File: src/rtl/coil_voltage_pkg.sv
// constants for the coil voltage quadrant result registers
package coil_voltage_pkg;

  // register port
  localparam int ADDR_W = 6;
  localparam int WORD_W = 16;
  localparam logic [ADDR_W-1:0] ADDR_CV_90 = 6'h0a;
  localparam logic [ADDR_W-1:0] ADDR_CV_180 = 6'h0b;

  // result word layout
  localparam int CV_W = 10;
  localparam int CV_LSB = 1;
  localparam int CV_MSB = 10;
  localparam int RSV_LSB = 11;
  localparam int RSV_MSB = 15;
  localparam int PARITY_BIT = 0;
  localparam logic [RSV_MSB-RSV_LSB:0] RSV_VALUE = 5'h00;

  // converter side
  localparam int PHASE_W = 6;
  localparam logic [PHASE_W-1:0] PHASE_90 = 6'h10;
  localparam logic [PHASE_W-1:0] PHASE_180 = 6'h20;
  localparam logic [CV_W-1:0] CV_RESET = 10'h000;
  localparam logic [CV_W-1:0] CV_FULL_SCALE = 10'h3ff;
  localparam int CV_FULL_SCALE_MV = 28000;

  // parity sense: whole word carries an odd number of ones
  localparam logic PARITY_ODD = 1'b1;

endpackage : coil_voltage_pkg

File: src/rtl/coil_voltage_capture.sv
// one quadrant result: catches the averaged code at its phase
`timescale 1ns/10ps
module coil_voltage_capture
  import coil_voltage_pkg::*;
#(
  parameter logic [PHASE_W-1:0] TARGET_PHASE = PHASE_90
) (
  // clock and reset
  input wire logic mclk,
  input wire logic reset,
  // converter result stream
  input wire logic sample_valid,
  input wire logic [PHASE_W-1:0] sample_phase,
  input wire logic [CV_W-1:0] sample_code,
  // held result
  output logic [CV_W-1:0] value_reg
);

  // code is already referred to 28 V full scale, stored unchanged
  always_ff @(posedge mclk or posedge reset) begin
    if (reset) begin
      value_reg <= CV_RESET;
    end else if (sample_valid && sample_phase == TARGET_PHASE) begin
      value_reg <= sample_code;
    end
  end

endmodule : coil_voltage_capture

File: src/rtl/coil_voltage_quadrant_regs.sv
// 90 and 180 degree coil voltage result registers with read port
`timescale 1ns/10ps

module coil_voltage_quadrant_regs
  import coil_voltage_pkg::*;
(
  // clock and reset
  input wire logic mclk,
  input wire logic reset,
  // averaged results from the converter
  input wire logic sample_valid,
  input wire logic [PHASE_W-1:0] sample_phase,
  input wire logic [CV_W-1:0] sample_code,
  // register read request from the serial interface
  input wire logic rd_req,
  input wire logic [ADDR_W-1:0] rd_addr,
  // read answer
  output logic [WORD_W-1:0] rd_data_reg,
  output logic rd_ack_reg,
  output logic rd_mapped_reg
);

  logic [CV_W-1:0] cv_value [2];
  logic [WORD_W-1:0] word_next;
  logic mapped_next;

  genvar gi;
  generate
    for (gi = 0; gi < 2; gi++) begin : g_quadrant
      coil_voltage_capture #(
        .TARGET_PHASE(gi == 0 ? PHASE_90 : PHASE_180)
      ) u_capture (
        .mclk(mclk),
        .reset(reset),
        .sample_valid(sample_valid),
        .sample_phase(sample_phase),
        .sample_code(sample_code),
        .value_reg(cv_value[gi])
      );
    end
  endgenerate

  // word assembly; unmapped addresses answer an all-zero payload
  always_comb begin
    word_next = '0;
    mapped_next = 1'b0;
    if (rd_addr == ADDR_CV_90) begin
      word_next[CV_MSB:CV_LSB] = cv_value[0];
      mapped_next = 1'b1;
    end else if (rd_addr == ADDR_CV_180) begin
      word_next[CV_MSB:CV_LSB] = cv_value[1];
      mapped_next = 1'b1;
    end
    word_next[RSV_MSB:RSV_LSB] = RSV_VALUE;
    // parity taken last so it covers the final payload
    word_next[PARITY_BIT] = PARITY_ODD ^ (^word_next[WORD_W-1:1]);
  end

  // answer registered one edge after the request
  always_ff @(posedge mclk or posedge reset) begin
    if (reset) begin
      rd_data_reg <= '0;
      rd_mapped_reg <= 1'b0;
    end else if (rd_req) begin
      rd_data_reg <= word_next;
      rd_mapped_reg <= mapped_next;
    end
  end

  always_ff @(posedge mclk or posedge reset) begin
    if (reset) begin
      rd_ack_reg <= 1'b0;
    end else begin
      rd_ack_reg <= rd_req;
    end
  end

  // checks
  logic hit_90;
  logic hit_180;
  assign hit_90 = sample_valid && sample_phase == PHASE_90;
  assign hit_180 = sample_valid && sample_phase == PHASE_180;

  property p_capture_90;
    @(posedge mclk) disable iff (reset)
      hit_90 |=> cv_value[0] == $past(sample_code);
  endproperty
  a_capture_90: assert property (p_capture_90)
    else $error("90 degree word missed its phase 16 sample");

  property p_capture_180;
    @(posedge mclk) disable iff (reset)
      !hit_180 |=> $stable(cv_value[1]);
  endproperty
  a_capture_180: assert property (p_capture_180)
    else $error("180 degree word changed outside phase 32");

  property p_read_90;
    @(posedge mclk) disable iff (reset)
      (rd_req && rd_addr == ADDR_CV_90 && !hit_90) ##1 !hit_90
        |-> rd_ack_reg && rd_mapped_reg
            && rd_data_reg[CV_MSB:CV_LSB] == cv_value[0];
  endproperty
  a_read_90: assert property (p_read_90)
    else $error("90 degree read returned wrong value");

  property p_full_scale;
    @(posedge mclk) disable iff (reset)
      rd_req && rd_addr == ADDR_CV_180 && cv_value[1] == CV_FULL_SCALE
        |=> rd_data_reg[CV_MSB:CV_LSB] == CV_FULL_SCALE;
  endproperty
  a_full_scale: assert property (p_full_scale)
    else $error("full scale code not returned intact");

  property p_reserved_zero;
    @(posedge mclk) disable iff (reset)
      rd_ack_reg |-> rd_data_reg[RSV_MSB:RSV_LSB] == RSV_VALUE;
  endproperty
  a_reserved_zero: assert property (p_reserved_zero)
    else $error("reserved bits of result word not zero");

  property p_reset_default;
    @(posedge mclk) disable iff (reset)
      $past(reset) |-> cv_value[1] == CV_RESET && cv_value[0] == CV_RESET;
  endproperty
  a_reset_default: assert property (p_reset_default)
    else $error("result value not zero after reset");

  property p_parity;
    @(posedge mclk) disable iff (reset)
      rd_ack_reg |-> (^rd_data_reg) == PARITY_ODD;
  endproperty
  a_parity: assert property (p_parity)
    else $error("read word parity wrong");

  property p_ack_timing;
    @(posedge mclk) disable iff (reset)
      rd_req |=> rd_ack_reg;
  endproperty
  a_ack_timing: assert property (p_ack_timing)
    else $error("read answer not one cycle after request");

  property p_unmapped;
    @(posedge mclk) disable iff (reset)
      rd_req && rd_addr != ADDR_CV_90 && rd_addr != ADDR_CV_180
        |=> !rd_mapped_reg && rd_data_reg[WORD_W-1:1] == '0;
  endproperty
  a_unmapped: assert property (p_unmapped)
    else $error("unmapped read returned a payload");

  // capture side: each word moves only on its own phase
  property p_hold_90;
    @(posedge mclk) disable iff (reset)
      !hit_90 |=> $stable(cv_value[0]);
  endproperty
  a_hold_90: assert property (p_hold_90)
    else $error("90 degree word changed outside phase 16");

  property p_load_180;
    @(posedge mclk) disable iff (reset)
      hit_180 |=> cv_value[1] == $past(sample_code);
  endproperty
  a_load_180: assert property (p_load_180)
    else $error("180 degree word missed its phase 32 sample");

  // read side
  property p_read_180;
    @(posedge mclk) disable iff (reset)
      rd_req && rd_addr == ADDR_CV_180
        |=> rd_ack_reg && rd_mapped_reg
            && rd_data_reg[CV_MSB:CV_LSB] == $past(cv_value[1]);
  endproperty
  a_read_180: assert property (p_read_180)
    else $error("180 degree read returned wrong value");

  // ack is a one-cycle echo, never a stray pulse
  property p_ack_single;
    @(posedge mclk) disable iff (reset)
      !rd_req |=> !rd_ack_reg;
  endproperty
  a_ack_single: assert property (p_ack_single)
    else $error("read answer without a request");

  // answer stands until the next taken request
  property p_data_hold;
    @(posedge mclk) disable iff (reset)
      !rd_req |=> $stable(rd_data_reg) && $stable(rd_mapped_reg);
  endproperty
  a_data_hold: assert property (p_data_hold)
    else $error("read answer changed without a request");

  property p_reset_outputs;
    @(posedge mclk) disable iff (reset)
      $past(reset)
        |-> !rd_ack_reg && !rd_mapped_reg && rd_data_reg == '0;
  endproperty
  a_reset_outputs: assert property (p_reset_outputs)
    else $error("read port not cleared by reset");

  // zero payload must still carry a set parity bit under odd sense
  property p_zero_word;
    @(posedge mclk) disable iff (reset)
      rd_ack_reg && rd_data_reg[WORD_W-1:1] == '0
        |-> rd_data_reg[PARITY_BIT] == PARITY_ODD;
  endproperty
  a_zero_word: assert property (p_zero_word)
    else $error("all-zero word carries wrong parity");

  c_read_90: cover property (@(posedge mclk) disable iff (reset)
    hit_90 ##1 rd_req && rd_addr == ADDR_CV_90);
  c_read_180: cover property (@(posedge mclk) disable iff (reset)
    hit_180 ##1 rd_req && rd_addr == ADDR_CV_180);
  c_unmapped: cover property (@(posedge mclk) disable iff (reset)
    rd_ack_reg && !rd_mapped_reg);
  c_full_scale: cover property (@(posedge mclk) disable iff (reset)
    rd_ack_reg && rd_data_reg[CV_MSB:CV_LSB] == CV_FULL_SCALE);
  // read racing a matching sample must see the old value
  c_same_cycle: cover property (@(posedge mclk) disable iff (reset)
    hit_90 && rd_req && rd_addr == ADDR_CV_90);

endmodule : coil_voltage_quadrant_regs

File: config.mk
export PLATFORM = sky130hd
export DESIGN_NAME = coil_voltage_quadrant_regs
export DESIGN_NICKNAME = d
export VERILOG_FILES = /design/src/rtl/coil_voltage_pkg.sv /design/src/rtl/coil_voltage_capture.sv /design/src/rtl/coil_voltage_quadrant_regs.sv
export SDC_FILE = /design/constraint.sdc
export NUM_CORES = 1
export LEC_CHECK = 0
export BUFFER_PORTS_ARGS = -buffer_cell sky130_fd_sc_hd__buf_2
export CAP_MARGIN = 20
export CORE_MARGIN = 2
export CORE_UTILIZATION = 53
export CTS_BUF_LIST = sky130_fd_sc_hd__clkbuf_8
export DETAILED_ROUTE_END_ITERATION = 8
export MAX_ROUTING_LAYER = met4
export PLACE_DENSITY = 0.83
export SLEW_MARGIN = 20
export SYNTH_ARGS = -nofsm -noshare
export SYNTH_HDL_FRONTEND = slang
export SYNTH_SLANG_ARGS = --single-unit
File: constraint.sdc
create_clock -name mclk -period 2.9 [get_ports mclk]
set_clock_uncertainty 0.05 [all_clocks]
set_input_delay 0.58 -clock mclk [delete_from_list [all_inputs] [get_ports mclk]]
set_output_delay 0.58 -clock mclk [all_outputs]
set_load 0.005 [all_outputs]
==> out/summary.log <==
INFO  outcome        outcome=finished clean
INFO  cells_and_area flip_flop_count_of_the_largest_register_after_layout=20
INFO  cells_and_area flow.area_growth_from_synthesis=18.5%
INFO  sta            finalSetupTns=0ps
INFO  critical_path  worstSetupPathType=in -> reg
INFO  clock_tree     cts-buffers-inserted=5
INFO  clock_tree     cts_resized=0
INFO  critical_path  worst_ep_required_time=3020ps
INFO  grt            first_global_vias=1,181
INFO  synth          synth_enable_flop_cells=0
INFO  critical_path  worstPathCellList=buf_2, nor4_1, nand2_1, nor3b_1, buf_4, mux2_2
INFO  cells_and_area antennaDiodeCount=0
INFO  clock_tree     cts_post_setup_buffers_inserted=0
INFO  sta            layout_worst_path_cycle_share=59.5%
INFO  synth          syn-mean-instance-area=12.9um^2
INFO  clock_tree     clkTransAtPathRegs=70ps
INFO  synth          yosysSeqAreaShare=50.4%
INFO  synth          synthDistinctLibCells=23
INFO  cells_and_area fillers=237
INFO  clock_tree     clkSinkCount=33
INFO  placement      dp.final_hpwl=2390um
INFO  pwr            leakage=0.000973uW
INFO  synth          synthTopCellsByCount=dfrtp_1, mux2_2, nand2_1
INFO  pwr            worst_case_vdd_ir_drop=0.365mV
INFO  clock_tree     clk-insertion-delay-late=290ps
INFO  clock_tree     clockRootBuffer=clkbuf_8
INFO  clock_tree     holdBufCountCts=0
INFO  grt            wire_length_of_the_first_global_routing_pass=5440um
INFO  cells_and_area drive_above_1_share=47.6%
INFO  route          aggregate_routed_wire_length=3260um
INFO  floorplanning  fp.dieH=59.6um
INFO  flow_run       cap_viol_max_count=0
INFO  route          drtPass1Iterations=5
INFO  cells_and_area total_nets_final=195
INFO  placement      numPortBuffers=38
INFO  synth          synthDominantAreaCellType=dfrtp_1
INFO  route          ant_nets=0
INFO  critical_path  end_kind=flop
INFO  route          route.vias.total=1,101
INFO  min_path       hp-class=in -> async
INFO  critical_path  critical_path.startpoint_type=input port
INFO  critical_path  critPathSlowestCell=mux2_2
INFO  grt            grt_overall_usage=22.7%
INFO  synth          asyncSetResetFlopFracSynth=100%
INFO  placement      post-place-cells=195
INFO  floorplanning  fp.dieArea=3550um^2
INFO  floorplanning  rows=20
INFO  floorplanning  floorplan.die.width=59.6um
INFO  clock_tree     cts-root-to-sink-buffers=2
INFO  critical_path  cp_slowest_stage_delay=360ps
INFO  route          routedWlPerCell=16.0um
INFO  grt            grt_start_max_net_pins=34
INFO  critical_path  timing.critical_path.fanout_max=10
INFO  synth          netlist_instances=127
INFO  grt            grt_overflow=0
INFO  floorplanning  initial_core_util=54.6%
INFO  floorplanning  core_area=3000um^2
INFO  route          via_per_inst=5.42
INFO  sta            timing.fmax=580MHz
INFO  clock_tree     cts_max_level=2
INFO  cells_and_area non_filler_instance_count_after_layout=203
INFO  sta            unrepaired_setup_endpoints_after_global_routing=no
INFO  synth          ys_seq_elements=33
INFO  placement      gp_routability_congestion=0.873
INFO  sta            final_hold_fails=0
INFO  synth          yosysWarnings=0
INFO  route          number_of_remaining_drc_errors=0
INFO  critical_path  arrival=1850ps
INFO  sta            setup_violations=0
INFO  synth          synth.top_cell.area_share=50.4%
INFO  synth          synthMostInstantiatedCell=dfrtp_1
INFO  floorplanning  io-pin-count=44
INFO  sta            fin_hold_ws=312ps
INFO  sta            finalMaxSlewViolations=0
INFO  synth          ys_top_cells_by_area=dfrtp_1, mux2_2, o2bb2ai_1, xnor2_1, buf_4
INFO  grt            antenna_found_initial=0
INFO  sta            min_period=1730ps
INFO  route          drt_first_iter_violations=21
INFO  pwr            powerDensity=586nW/um^2
INFO  cells_and_area finalCoreUtilization=64.7%
INFO  clock_tree     tritoncts_clock_tree=yes
INFO  synth          netlist_area=1640um^2
INFO  synth          synthFlopType=dfrtp_1
[critical path, delay by kind of cell]
| kind | cells | cell delay (ps) |
|---|---|---|
| muxes | 1 | 360 |
| and+or+nand+nor | 3 | 580 |
| buffers and inverters | 2 | 320 |
[placed cells by master (no fill, tap or decap), types with 3 or more instances in the layout]
master,synthesis,routed
buf_2,2,38
dfrtp_1,33,33
mux2_2,30,30
nand2_1,13,13
xnor2_1,10,10
o2bb2ai_1,10,10
clkbuf_8,0,7
conb_1,1,5
inv_1,3,3
buf_4,7,3
[metrics by stage]
| stage | cell area [um^2] | power [uW] | setup WS [ps] |
|---|---|---|---|
| after CTS | 1940 | 1160 | 1180 |
| after detailed placement | 1840 | 769 | 867 |
| final | 1940 | 1140 | 1170 |
| after global routing | 1940 | 1200 | 1090 |
| after floorplan | 1650 | 714 | 1110 |
| after global placement | 1840 | 755 | 942 |
[cell families (layout without fill, tap and decap cells)]
kind of cell	count (synthesis)	count (layout)	synth area share, %
compound gates	12	12	6.56
xor+xnor	14	14	9.16
buf+inv	13	52	4.73
flops	33	33	50.4
mux	32	32	21.9
other cells	1	5	0.229
simple gates	22	22	7.02
[final cells by class]
cell class / count / area (um^2) / share of cell area (%)
timing repair buffer: 41 / 213 / 10.9
clock inverter: 1 / 5.00 / 0.258
multi-input combinational: 85 / 751 / 38.6
inverter: 3 / 11.3 / 0.580
tap: 33 / 41.3 / 2.12
clock buffer: 7 / 96.3 / 4.96
sequential: 33 / 826 / 42.5
[metal layers]
| metal | vias up | GRT usage [%] | part of all wire [%] | routed length (um) |
|---|---|---|---|---|
| met5 | - | - | 0 | 0 |
| met4 | 0 | 9.21 | 1.4 | 44 |
| met3 | 4 | 8.30 | 3.9 | 126 |
| met2 | 27 | 36.9 | 53 | 1710 |
| met1 | 551 | 25.2 | 42 | 1370 |
| li1 | 519 | - | - | - |
[report_power, final]
| group | internal, uW | switching, uW | total (uW) |
|---|---|---|---|
| Combinational | 134 | 89.0 | 223 |
| Clock | 214 | 166 | 380 |
| Sequential | 501 | 35.1 | 536 |
[final timing paths]
| path | slack (ps) | cells past startpoint | end | startpoint |
|---|---|---|---|---|
| min in group mclk | 440 | 1 | rd_data_reg[6] | rd_data_reg[6] |
| max reg2reg | 1310 | 5 | rd_data_reg[0] | g_quadrant[0].u_capture.value_reg[8] |
| max in group asynchronous | 2190 | 3 | rd_mapped_reg | reset |
| max | 1170 | 6 | g_quadrant[0].u_capture.value_reg[2] | sample_phase[1] |
| min | 310 | 3 | g_quadrant[1].u_capture.value_reg[9] | reset |
| min reg2reg | 440 | 1 | rd_data_reg[6] | rd_data_reg[6] |
Power figures use the tool's default switching activity.
